`src/core/aiau_params.svh`:
```
// timing and reset constants for the analog input averaging and update block
// assumes a single core clock at the rate given by AIAU_CLK_NS
`ifndef AIAU_PARAMS_SVH
`define AIAU_PARAMS_SVH
`define AIAU_CLK_NS      20
`define AIAU_CONV_NS     31250
`define AIAU_UPD_NS      160000
`define AIAU_CONV_CYC    ((`AIAU_CONV_NS) / (`AIAU_CLK_NS))
`define AIAU_UPD_CYC     ((`AIAU_UPD_NS) / (`AIAU_CLK_NS))
`define AIAU_HIST_DEPTH  32
`define AIAU_WIN_NONE    1
`define AIAU_WIN_4       4
`define AIAU_WIN_16      16
`define AIAU_FIFO_DEPTH  4
`define AIAU_SAMPLE_W    16
`define AIAU_FILT_RESET  1'b0
`endif

```
`src/core/aiau_pkg.sv`:
```
// types shared by the analog input averaging and update block
// assumes aiau_params.svh supplies all numeric constants
package aiau_pkg;
    typedef enum logic [1:0] {
        AIAU_AVG_NONE,
        AIAU_AVG_4,
        AIAU_AVG_16,
        AIAU_AVG_32
    } aiau_avg_t;
endpackage : aiau_pkg

```
`src/core/aiau_top.sv`:
```
// analog input sample fifo, sliding average and periodic process data update
// assumes converter data valid when conv_start pulses; all inputs synchronous to core_clk
`timescale 1ns/1ps
`include "aiau_params.svh"

module aiau_fifo #(
    parameter int WIDTH = `AIAU_SAMPLE_W,
    parameter int DEPTH = `AIAU_FIFO_DEPTH
) (
    input  wire logic             core_clk,
    input  wire logic             rst_n,
    input  wire logic             in_valid,
    output logic                  in_ready,
    input  wire logic [WIDTH-1:0] in_data,
    output logic                  out_valid,
    input  wire logic             out_ready,
    output logic      [WIDTH-1:0] out_data
);
    localparam int PW = $clog2(DEPTH);
    logic [WIDTH-1:0] mem [0:DEPTH-1];
    logic [PW-1:0]    rd_ptr_r;
    logic [PW-1:0]    wr_ptr_r;
    logic [PW:0]      count_r;
    wire              push = in_valid && in_ready;
    wire              pop  = out_valid && out_ready;

    assign in_ready  = (count_r != (PW+1)'(DEPTH));
    assign out_valid = (count_r != '0);
    assign out_data  = mem[rd_ptr_r];

    always_ff @(posedge core_clk) begin
        if (push) begin
            mem[wr_ptr_r] <= in_data;
        end
    end

    always_ff @(posedge core_clk) begin
        if (!rst_n) begin
            rd_ptr_r <= '0;
            wr_ptr_r <= '0;
            count_r  <= '0;
        end else begin
            if (push) begin
                wr_ptr_r <= (wr_ptr_r == PW'(DEPTH-1)) ? '0 : wr_ptr_r + 1'b1;
            end
            if (pop) begin
                rd_ptr_r <= (rd_ptr_r == PW'(DEPTH-1)) ? '0 : rd_ptr_r + 1'b1;
            end
            count_r <= count_r + (PW+1)'(push) - (PW+1)'(pop);
        end
    end
endmodule : aiau_fifo

module aiau_top #(
    parameter int          W            = `AIAU_SAMPLE_W,
    parameter int          UPD_CYC      = `AIAU_UPD_CYC,
    parameter bit          SYNC_IN_CAP  = 1'b0,
    parameter bit          SYNC_OUT_CAP = 1'b0
) (
    input  wire logic               core_clk,
    input  wire logic               rst_n,
    input  wire logic [W-1:0]       analog_input_signal,
    input  wire logic               cfg_we,
    input  wire aiau_pkg::aiau_avg_t avg_sel,
    input  wire logic               filter_sel,
    output logic                    conv_start,
    output logic                    filter_12k,
    output logic [W-1:0]            pd_value,
    output logic                    pd_update,
    output logic                    input_sync_capable,
    output logic                    output_sync_capable
);
    localparam int CONV_CYC = `AIAU_CONV_CYC;
    localparam int CW       = $clog2(CONV_CYC);
    localparam int UW       = $clog2(UPD_CYC);
    localparam int HD       = `AIAU_HIST_DEPTH;
    localparam int HW       = $clog2(HD);
    localparam int SW       = W + HW + 1;

    function automatic logic [HW:0] aiau_win(input aiau_pkg::aiau_avg_t m);
        unique case (m)
            aiau_pkg::AIAU_AVG_NONE: aiau_win = (HW+1)'(`AIAU_WIN_NONE);
            aiau_pkg::AIAU_AVG_4:    aiau_win = (HW+1)'(`AIAU_WIN_4);
            aiau_pkg::AIAU_AVG_16:   aiau_win = (HW+1)'(`AIAU_WIN_16);
            aiau_pkg::AIAU_AVG_32:   aiau_win = (HW+1)'(HD);
        endcase
    endfunction : aiau_win

    function automatic logic [2:0] aiau_shift(input aiau_pkg::aiau_avg_t m);
        unique case (m)
            aiau_pkg::AIAU_AVG_NONE: aiau_shift = 3'($clog2(`AIAU_WIN_NONE));
            aiau_pkg::AIAU_AVG_4:    aiau_shift = 3'($clog2(`AIAU_WIN_4));
            aiau_pkg::AIAU_AVG_16:   aiau_shift = 3'($clog2(`AIAU_WIN_16));
            aiau_pkg::AIAU_AVG_32:   aiau_shift = 3'($clog2(`AIAU_HIST_DEPTH));
        endcase
    endfunction : aiau_shift

    // conversion timer and sample capture
    logic [CW-1:0]       conv_cnt_r;
    logic                conv_start_r;
    logic                samp_valid_r;
    logic [W-1:0]        samp_r;
    logic                fifo_in_ready;
    wire                 conv_tick = (conv_cnt_r == CW'(CONV_CYC-1));

    always_ff @(posedge core_clk) begin
        if (!rst_n) begin
            conv_cnt_r   <= '0;
            conv_start_r <= 1'b0;
        end else begin
            conv_cnt_r   <= conv_tick ? '0 : conv_cnt_r + 1'b1;
            conv_start_r <= conv_tick && fifo_in_ready;
        end
    end

    always_ff @(posedge core_clk) begin
        if (!rst_n) begin
            samp_valid_r <= 1'b0;
            samp_r       <= '0;
        end else begin
            samp_valid_r <= conv_start_r;
            samp_r       <= conv_start_r ? analog_input_signal : samp_r;
        end
    end

    // sample buffer between converter and averaging stage
    logic                fifo_out_valid;
    logic [W-1:0]        fifo_out_data;
    logic                busy_r;
    logic                take_ok;
    logic                take;

    aiau_fifo #(.WIDTH(W), .DEPTH(`AIAU_FIFO_DEPTH)) u_fifo (
        .core_clk  (core_clk),
        .rst_n     (rst_n),
        .in_valid  (samp_valid_r),
        .in_ready  (fifo_in_ready),
        .in_data   (samp_r),
        .out_valid (fifo_out_valid),
        .out_ready (take_ok),
        .out_data  (fifo_out_data)
    );

    // configuration
    aiau_pkg::aiau_avg_t mode_r;
    logic                filt_r;

    always_ff @(posedge core_clk) begin
        if (!rst_n) begin
            mode_r <= aiau_pkg::AIAU_AVG_16;
            filt_r <= `AIAU_FILT_RESET;
        end else if (cfg_we) begin
            mode_r <= avg_sel;
            filt_r <= filter_sel;
        end
    end

    // sliding window averaging
    logic [W-1:0]        hist [0:HD-1];
    logic [HW-1:0]       wr_ptr_r;
    logic [HW:0]         fill_r;
    logic [SW-1:0]       sum_r;
    logic [W-1:0]        avg_r;
    wire  [HW:0]         win      = aiau_win(mode_r);
    wire  [HW-1:0]       old_idx  = wr_ptr_r - win[HW-1:0];
    wire  [W-1:0]        old_val  = (fill_r >= win) ? hist[old_idx] : '0;
    wire  [SW-1:0]       sum_nxt  = sum_r + SW'(fifo_out_data) - SW'(old_val);
    wire  [SW-1:0]       avg_wide = sum_nxt >> aiau_shift(mode_r);
    wire                 mode_chg = cfg_we && (avg_sel != mode_r);

    // a sample meeting a depth change waits one cycle so it lands in the new window
    assign take_ok = !busy_r && !mode_chg;
    assign take    = fifo_out_valid && take_ok;

    always_ff @(posedge core_clk) begin
        if (take) begin
            hist[wr_ptr_r] <= fifo_out_data;
        end
    end

    always_ff @(posedge core_clk) begin
        if (!rst_n) begin
            busy_r   <= 1'b0;
            wr_ptr_r <= '0;
            fill_r   <= '0;
            sum_r    <= '0;
            avg_r    <= '0;
        end else begin
            busy_r <= take;
            if (mode_chg) begin
                fill_r <= '0;
                sum_r  <= '0;
            end else if (take) begin
                wr_ptr_r <= wr_ptr_r + 1'b1;
                fill_r   <= (fill_r == (HW+1)'(HD)) ? fill_r : fill_r + 1'b1;
                sum_r    <= sum_nxt;
                avg_r    <= (mode_r == aiau_pkg::AIAU_AVG_NONE) ? fifo_out_data
                            : avg_wide[W-1:0];
            end
        end
    end

    // process data update, free-running without sync support
    logic [UW-1:0]       upd_cnt_r;
    logic [W-1:0]        pd_value_r;
    logic                pd_update_r;
    logic                in_sync_r;
    logic                out_sync_r;
    wire                 upd_tick = (upd_cnt_r == UW'(UPD_CYC-1));

    always_ff @(posedge core_clk) begin
        if (!rst_n) begin
            upd_cnt_r   <= '0;
            pd_value_r  <= '0;
            pd_update_r <= 1'b0;
            in_sync_r   <= 1'b0;
            out_sync_r  <= 1'b0;
        end else begin
            upd_cnt_r   <= upd_tick ? '0 : upd_cnt_r + 1'b1;
            pd_update_r <= upd_tick;
            if (upd_tick) begin
                pd_value_r <= avg_r;
            end
            in_sync_r   <= SYNC_IN_CAP;
            out_sync_r  <= SYNC_OUT_CAP;
        end
    end

    assign conv_start          = conv_start_r;
    assign filter_12k          = filt_r;
    assign pd_value            = pd_value_r;
    assign pd_update           = pd_update_r;
    assign input_sync_capable  = in_sync_r;
    assign output_sync_capable = out_sync_r;

    wire [W+1:0] four_sum = (W+2)'(fifo_out_data) + (W+2)'(hist[wr_ptr_r - 1'b1])
                          + (W+2)'(hist[wr_ptr_r - 2'h2]) + (W+2)'(hist[wr_ptr_r - 2'h3]);
endmodule : aiau_top

```
`config.mk`:
```
export PLATFORM = sky130hd
export DESIGN_NAME = aiau_top
export DESIGN_NICKNAME = d
export VERILOG_FILES = /design/src/core/aiau_pkg.sv /design/src/core/aiau_top.sv
export VERILOG_INCLUDE_DIRS = /design/src /design/src/core
export SDC_FILE = /design/constraint.sdc
export NUM_CORES = 1
export LEC_CHECK = 0
export ABC_AREA = 1
export BUFFER_PORTS_ARGS = -buffer_cell sky130_fd_sc_hd__buf_2
export CAP_MARGIN = 20
export CORE_ASPECT_RATIO = 0.5
export CORE_MARGIN = 2
export CORE_UTILIZATION = 45
export DETAILED_ROUTE_END_ITERATION = 10
export PLACE_DENSITY = 0.61
export SETUP_SLACK_MARGIN = 0.4
export SLEW_MARGIN = 15
export SYNTH_ARGS = -nofsm -noshare
export SYNTH_HDL_FRONTEND = slang
export SYNTH_SLANG_ARGS = --single-unit
```
`constraint.sdc`:
```
create_clock -name core_clk -period 5.7 [get_ports core_clk]
set_clock_uncertainty 0.2 [all_clocks]
set_input_delay 1.71 -clock core_clk [delete_from_list [all_inputs] [get_ports core_clk]]
set_output_delay 1.71 -clock core_clk [all_outputs]
set_load 0.02 [all_outputs]
```
* Word level (Yosys, flattened, before mapping)
Memory sizes are Yosys's and may differ from the RTL's. A register that Yosys moved wholly into a read port is not among the register bits.
Cells that the tools add are included.
** Cells by class
- Reduce and logical (&&, ||, !) cells :: 14
- Bitwise logic cells :: 3
- Mux-type cells :: 12
- Add/sub/neg operators :: 11
- Eq/ne operators :: 10
- Shift-type cells :: 1
- $lt $le $gt $ge :: 1
** Operator list (count)
- $mux W16 :: 2
- $pmux W6 S4 :: 1
- $add A22 B16 Y22 :: 1
- $shr A22 B3 Y16 :: 1
- $sub A22 B16 Y22 :: 1
- $add A13 B1 Y13 const B :: 1
- $eq A13 B13 Y1 const B :: 1
- $pmux W3 S4 :: 1
- $add A11 B1 Y11 const B :: 1
- $eq A11 B11 Y1 const B :: 1
- $eq A2 B2 Y1 const B :: 4
- $mux W2 :: 4
- $add A6 B1 Y6 const B :: 1
- $eq A6 B6 Y1 const B :: 1
- $ge A6 B6 Y1 :: 1
- $reduce_or A2 Y1 :: 3
- $add A5 B1 Y5 const B :: 1
- $logic_and A1 B1 Y1 :: 5
- $sub A5 B5 Y5 :: 1
- $add A2 B1 Y2 const B :: 2
- $mux W1 :: 4
- $reduce_and A2 Y1 :: 2
- $add A3 B1 Y3 :: 1
- $ne A3 B3 Y1 const B :: 1
- other kinds (7) :: 10
** Storage, ports and cells
- Memories :: 2
- Bits in writable memories :: 576
- Input bits :: 22
- Bits in registers :: 119
- Word-level logic and storage cells :: 71
** Memories
- hist :: depth 32, width 16, rd ports 1, clocked after Yosys merged registers in 0, write ports 1, line aiau_top.sv:159 : logic [W-1:0] hist [0:HD-1];
- u_fifo.mem :: depth 4, width 16, rd ports 1, clocked after Yosys merged registers in 1, write ports 1, line aiau_top.sv:20 : logic [WIDTH-1:0] mem [0:DEPTH-1];

* Longest topological paths before layout
An unclocked memory read counts as a cell.
- Depth after elaboration :: 8
- Mapped depth :: 31
- Gate-level depth less buffers :: 28

* Cells and area by module
Synthesis repeated with hierarchy kept, for this count alone.
** Second synthesis, totals
- Cell total of the unflattened synthesis :: 2897
- Area, all modules :: 30063.8 um^2
** Modules (own cells, without submodules)
- aiau_top :: times used 1, area each 27214.9 um^2, cells each 2681
- aiau_fifo :: times used 1, area each 2849.0 um^2, cells each 216

* Least setup slack after synthesis
No wires, ideal clock.
- Path type :: register -> register
- Start :: reg mode_r[0]
- End :: reg avg_r[12]
- Data arrival time :: 4.147 ns
- Period minus slack after synthesis :: 4.464 ns
- Slack :: 1.236 ns
- Path buffers :: 3
- Cell stages (with the launch flop) :: 30
- Data required time :: 5.383 ns
- Cells stage by stage :: dfxtp_1 buf_6 inv_1 nor2_1 inv_1 ha_1 xnor2_1 clkbuf_1 clkbuf_1 nand3_1 nand3_1 nand3_1 a21oi_1 fa_1 inv_1 ha_1 nand2_1 inv_1 a21oi_1 nand2_1 nand2_1 nand2_1 nand2_1 nand2_1 nand2_1 nand3_1 nand2_1 nor2_1 nor2_1 nor2_1
** On the way
- Word-level cells in the longest chain between the ends :: 8
** RTL lines
- from (decl) :: line aiau_top.sv:145 : aiau_pkg::aiau_avg_t mode_r;
- from (signal assigned) :: line aiau_top.sv:150 : mode_r <= aiau_pkg::AIAU_AVG_16;
- from (signal assigned) :: line aiau_top.sv:153 : mode_r <= avg_sel;
- $eq A2 B2 Y1, or another cell as far along :: line aiau_top.sv:81, aiau_top.sv:90
- $pmux W6 S4 :: line aiau_top.sv:81 : unique case (m)
- $sub A5 B5 Y5 :: line aiau_top.sv:165 : wire [HW-1:0] old_idx = wr_ptr_r - win[HW-1:0];
- $mem_v2 Z32 W16
- $mux W16 :: line aiau_top.sv:166 : wire [W-1:0] old_val = (fill_r >= win) ? hist[old_idx] : '0;
- $sub A22 B16 Y22 :: line aiau_top.sv:167 : wire [SW-1:0] sum_nxt = sum_r + SW'(fifo_out_data) - SW'(old_val);
- $shr A22 B3 Y16 :: line aiau_top.sv:168 : wire [SW-1:0] avg_wide = sum_nxt >> aiau_shift(mode_r);
- $mux W16 :: line aiau_top.sv:197 : avg_r <= (mode_r == aiau_pkg::AIAU_AVG_NONE) ? fifo_out_data
- to (signal assigned) :: line aiau_top.sv:197
- to (decl) :: line aiau_top.sv:163 : logic [W-1:0] avg_r;
Several ways; a longest one is shown, not always the timed one. The select of a mux whose other input is x is not followed.
A chain may end at the register's enable or synchronous reset.

* Worst setup path after layout
- Start :: reg mode_r[0]
- End :: reg avg_r[15]
Same word-level chain as after synthesis.

==> impl_metrics.json <==
{
  "status": "completed",
  "p_per_area_nw_per_um2": 590.5,
  "finalSetupTns_ns": 0,
  "critPathKind": "register to register",
  "post_drt_wl_per_cell_um": 20.91,
  "synth_common_cells": "nand2_1 (745), edfxtp_1 (576), nand3_1 (541)",
  "synth.distinct_cells": 43,
  "viasPerCell": 5.421,
  "cap_viol_max_count": 0,
  "reg2reg_to": "avg_r[15]$_SDFFE_PN0P_",
  "grt_use_total_pct": 23.04,
  "numClockSinks": 696,
  "dieArea_um2": 68940,
  "n_antenna_cell": 0,
  "worstHoldPathType": "register to register",
  "start_util_pct": 45.85,
  "synthAdderAreaFrac_pct": 2.925,
  "synth-compound-area-share_pct": 4.542,
  "critical_path_arrival_ns": 5.32,
  "root_buffer": "clkbuf_16",
  "rows": 66,
  "synth-simple-area-share_pct": 21.33,
  "period_needed_ns": 5.016,
  "muxShareOfSynthArea_pct": 0,
  "clockBufferDepth": 3,
  "maxSlewViolCount": 0,
  "synth_cells": 2858,
  "avgSynthCellArea_um2": 10.51,
  "synth_top_family_by_area": "simple AND/OR/NAND/NOR gates",
  "final_hold_viol_count": 0,
  "synth_most_common_cell": "nand2_1",
  "drc": 0,
  "place_inst": 3748,
  "portBuffers": 40,
  "max_freq_ghz": 0.1994,
  "leakage_nw": 12.67,
  "finalSetupViolCount": 0,
  "finalWeightedCongestion": 0.9103,
  "gr-total-overflow": 0,
  "clock_latency_ns": 0.65,
  "report.power.total_w": 0.02006,
  "hpwl_mm": 50.85,
  "postLayoutCellArea_um2": 33970,
  "num_vias": 20980,
  "netlist_area_um2": 30030,
  "yosys-top-cells-area": "edfxtp_1 (58%), nand2_1 (9.3%), nand3_1 (9.0%)",
  "grt_pass1_wl_mm": 121.1,
  "ff2ff_path_depth": 26,
  "detail_route.first_pass.iterations": 6,
  "dr.first_iter.drc_count": 2061,
  "placedInstanceArea_um2": 31810,
  "tritoncts": "yes",
  "htree_num_levels": 2,
  "irDropWorstVdd_v": 0.0004826,
  "ys.flop_type": "edfxtp_1",
  "synth_xor_area_share_pct": 0.6000,
  "wirelength_mm": 80.94,
  "rsz0062_at_grt": "false",
  "synth_edf_count": 576,
  "die_h_um": 186.7,
  "layout-drive-gt1-share_pct": 9.946,
  "hold_depth": 2,
  "finalNonFillerCells": 3870,
  "whs_endpoint": "pd_value[13]$_SDFFE_PN0P_",
  "synth_top_area_cell": "edfxtp_1",
  "cts_hold_buffers": 0,
  "clk_pin_slew_ns": 0.06,
  "crit_required_ns": 6.01,
  "yosysWarnings": 0,
  "grt_max_degree": 77,
  "cts_buffers": 61,
  "first_global_vias": 19680,
  "cp_max_fo": 12,
  "num-nets-final": 3016,
  "io_pins": 43,
  "crit_start": "mode_r[0]$_SDFFE_PN0P_",
  "die_x_um": 369.3,
  "areaGrowthSynthToFinish_pct": 13.12,
  "grt_antenna_before_repair": 1,
  "worst_slew_pin_slew_ns": 1.030,
  "synthArstFlopShare_pct": 0,
  "drtAntennaViolNets": 0,
  "period_share_pct": 88.00,
  "worstHoldStart": "avg_r[13]$_SDFFE_PN0P_",
  "coreArea_um2": 65490,
  "ys_ff_latch": 696,
  "start_kind": "register",
  "critPathCaptureType": "register",
  "max-slew-margin-rel_pct": 31.26,
  "r2r_setup_slack_ns": 0.68,
  "synth_top_area_share_pct": 57.60,
  "timing.rr.start": "mode_r[0]$_SDFFE_PN0P_",
  "ys_seq_area_share_pct": 65.60
}
-- worst max path at each step --
stage	to	slack (ns)	depth (start not counted)
after floorplan	avg_r[12]$_SDFFE_PN0P_	1.24	29
after global placement	avg_r[15]$_SDFFE_PN0P_	0.53	26
after detailed placement	avg_r[15]$_SDFFE_PN0P_	0.41	26
after CTS	avg_r[15]$_SDFFE_PN0P_	0.45	22
after global routing	avg_r[12]$_SDFFE_PN0P_	0.40	24
final	avg_r[15]$_SDFFE_PN0P_	0.68	26
-- sequential cells by signal (all words and copies together), names as in the netlist, named ones only --
name and flops:
hist 512, u_fifo.mem 64, sum_r 21, avg_r 16, pd_value 16, samp_r 16
upd_cnt_r 13, conv_cnt_r 11, fill_r 6, wr_ptr_r 5, u_fifo.count_r 3, mode_r 2
u_fifo.rd_ptr_r 2, u_fifo.wr_ptr_r 2, busy_r 1, conv_start 1, filter_12k 1, pd_update 1
samp_valid_r 1
-- through the flow --
stage / hold WS [ns] / utilization (%) / setup slack [ns]
after floorplan: 0.2136 / - / 1.236
after global placement: 0.2304 / 48.55 / 0.5286
after detailed placement: 0.2329 / 48.58 / 0.4100
after CTS: 0.2491 / 51.58 / 0.4546
after global routing: 0.2772 / 51.87 / 0.4042
final: 0.2486 / 51.87 / 0.6838
-- placed cells by master, fill, tap and decap left out, types with 4 or more instances in the layout --
master and n:
nor3b_1 9, inv_1 194, xor2_1 7, buf_2 40
nor3_1 12, a31oi_1 6, buf_4 99, or2_2 4
a21oi_2 9, a21oi_1 83, ha_1 40, o21bai_1 5
o21ai_0 82, dfxtp_1 118, nand3_1 540, xnor2_1 6
clkbuf_16 64, a211oi_1 5, clkinv_2 7, edfxtp_1 576
clkinv_1 12, nor2_1 154, nand2_1 745, bufinv_16 5
o21ai_1 9, fa_1 17, clkbuf_1 22, o211ai_1 20
nor2_2 5, o221ai_1 4, nor4_1 4, nand4_1 8
buf_12 16, a32oi_2 8
-- logic make-up after synthesis --
kind of cell,count (synthesis)
other,1
adder cells (fa/ha/maj),60
AND/OR/NAND/NOR,1490
flip-flops,696
AO/OA/AOI/OAI,242
XOR/XNOR,18
buffers and inverters,351
-- critical path: stages (launching register included) --
cell and delay [ns]:
dfxtp_2 0.39, inv_1 0.07, nor2_1 0.13, inv_1 0.15, ha_2 0.44, inv_1 0.05, o211ai_1 0.32, xnor2_2 0.12
buf_4 0.20, buf_4 0.17, nand3_1 0.19, a21oi_1 0.12, buf_4 0.16, fa_1 0.48, inv_1 0.04, ha_2 0.38
nand2_1 0.11, nor2_1 0.15, inv_1 0.06, nor2_1 0.18, nand3b_1 0.18, nand3_1 0.12, nand2_1 0.07, nand3_1 0.07
nand2_1 0.08, o21ai_1 0.16, a21oi_1 0.08
-- where the power goes --
part	internal (W)	total [W]	switching, W
sequential	0.00631	0.00641	0.000104
combinational	0.00280	0.00953	0.00673
clock	0.00227	0.00412	0.00184
-- what timing repair did --
action	4_1_cts	5_1_grt
cloned	0	2
setup endpoints to repair	1	28
gates resized for setup	1	30
pin swaps	0	2
buffers inserted	0	4
-- per-layer routing --
| metal | routed length [um] | track usage [%] | up-vias | part of all wire (%) |
|---|---|---|---|---|
| met5 | 0 | 0 | - | 0 |
| met1 | 36940 | 34.06 | 10200 | 46 |
| met4 | 1387 | 5.039 | 0 | 1.7 |
| li1 | - | - | 9994 | - |
| met3 | 6205 | 3.818 | 83 | 7.7 |
| met2 | 36410 | 35.77 | 701 | 45 |
-- layout make-up --
cell class / count / area, um2
Multi-Input combinational cell: 1812 / 9052
Tap cell: 884 / 1106
Sequential cell: 696 / 19700
Clock buffer: 87 / 1675
Fill cell: 5827 / 31520
Clock inverter: 28 / 286.5
Inverter: 202 / 779.5
Timing Repair Buffer: 161 / 1366
Power figures use the tool's default switching activity.
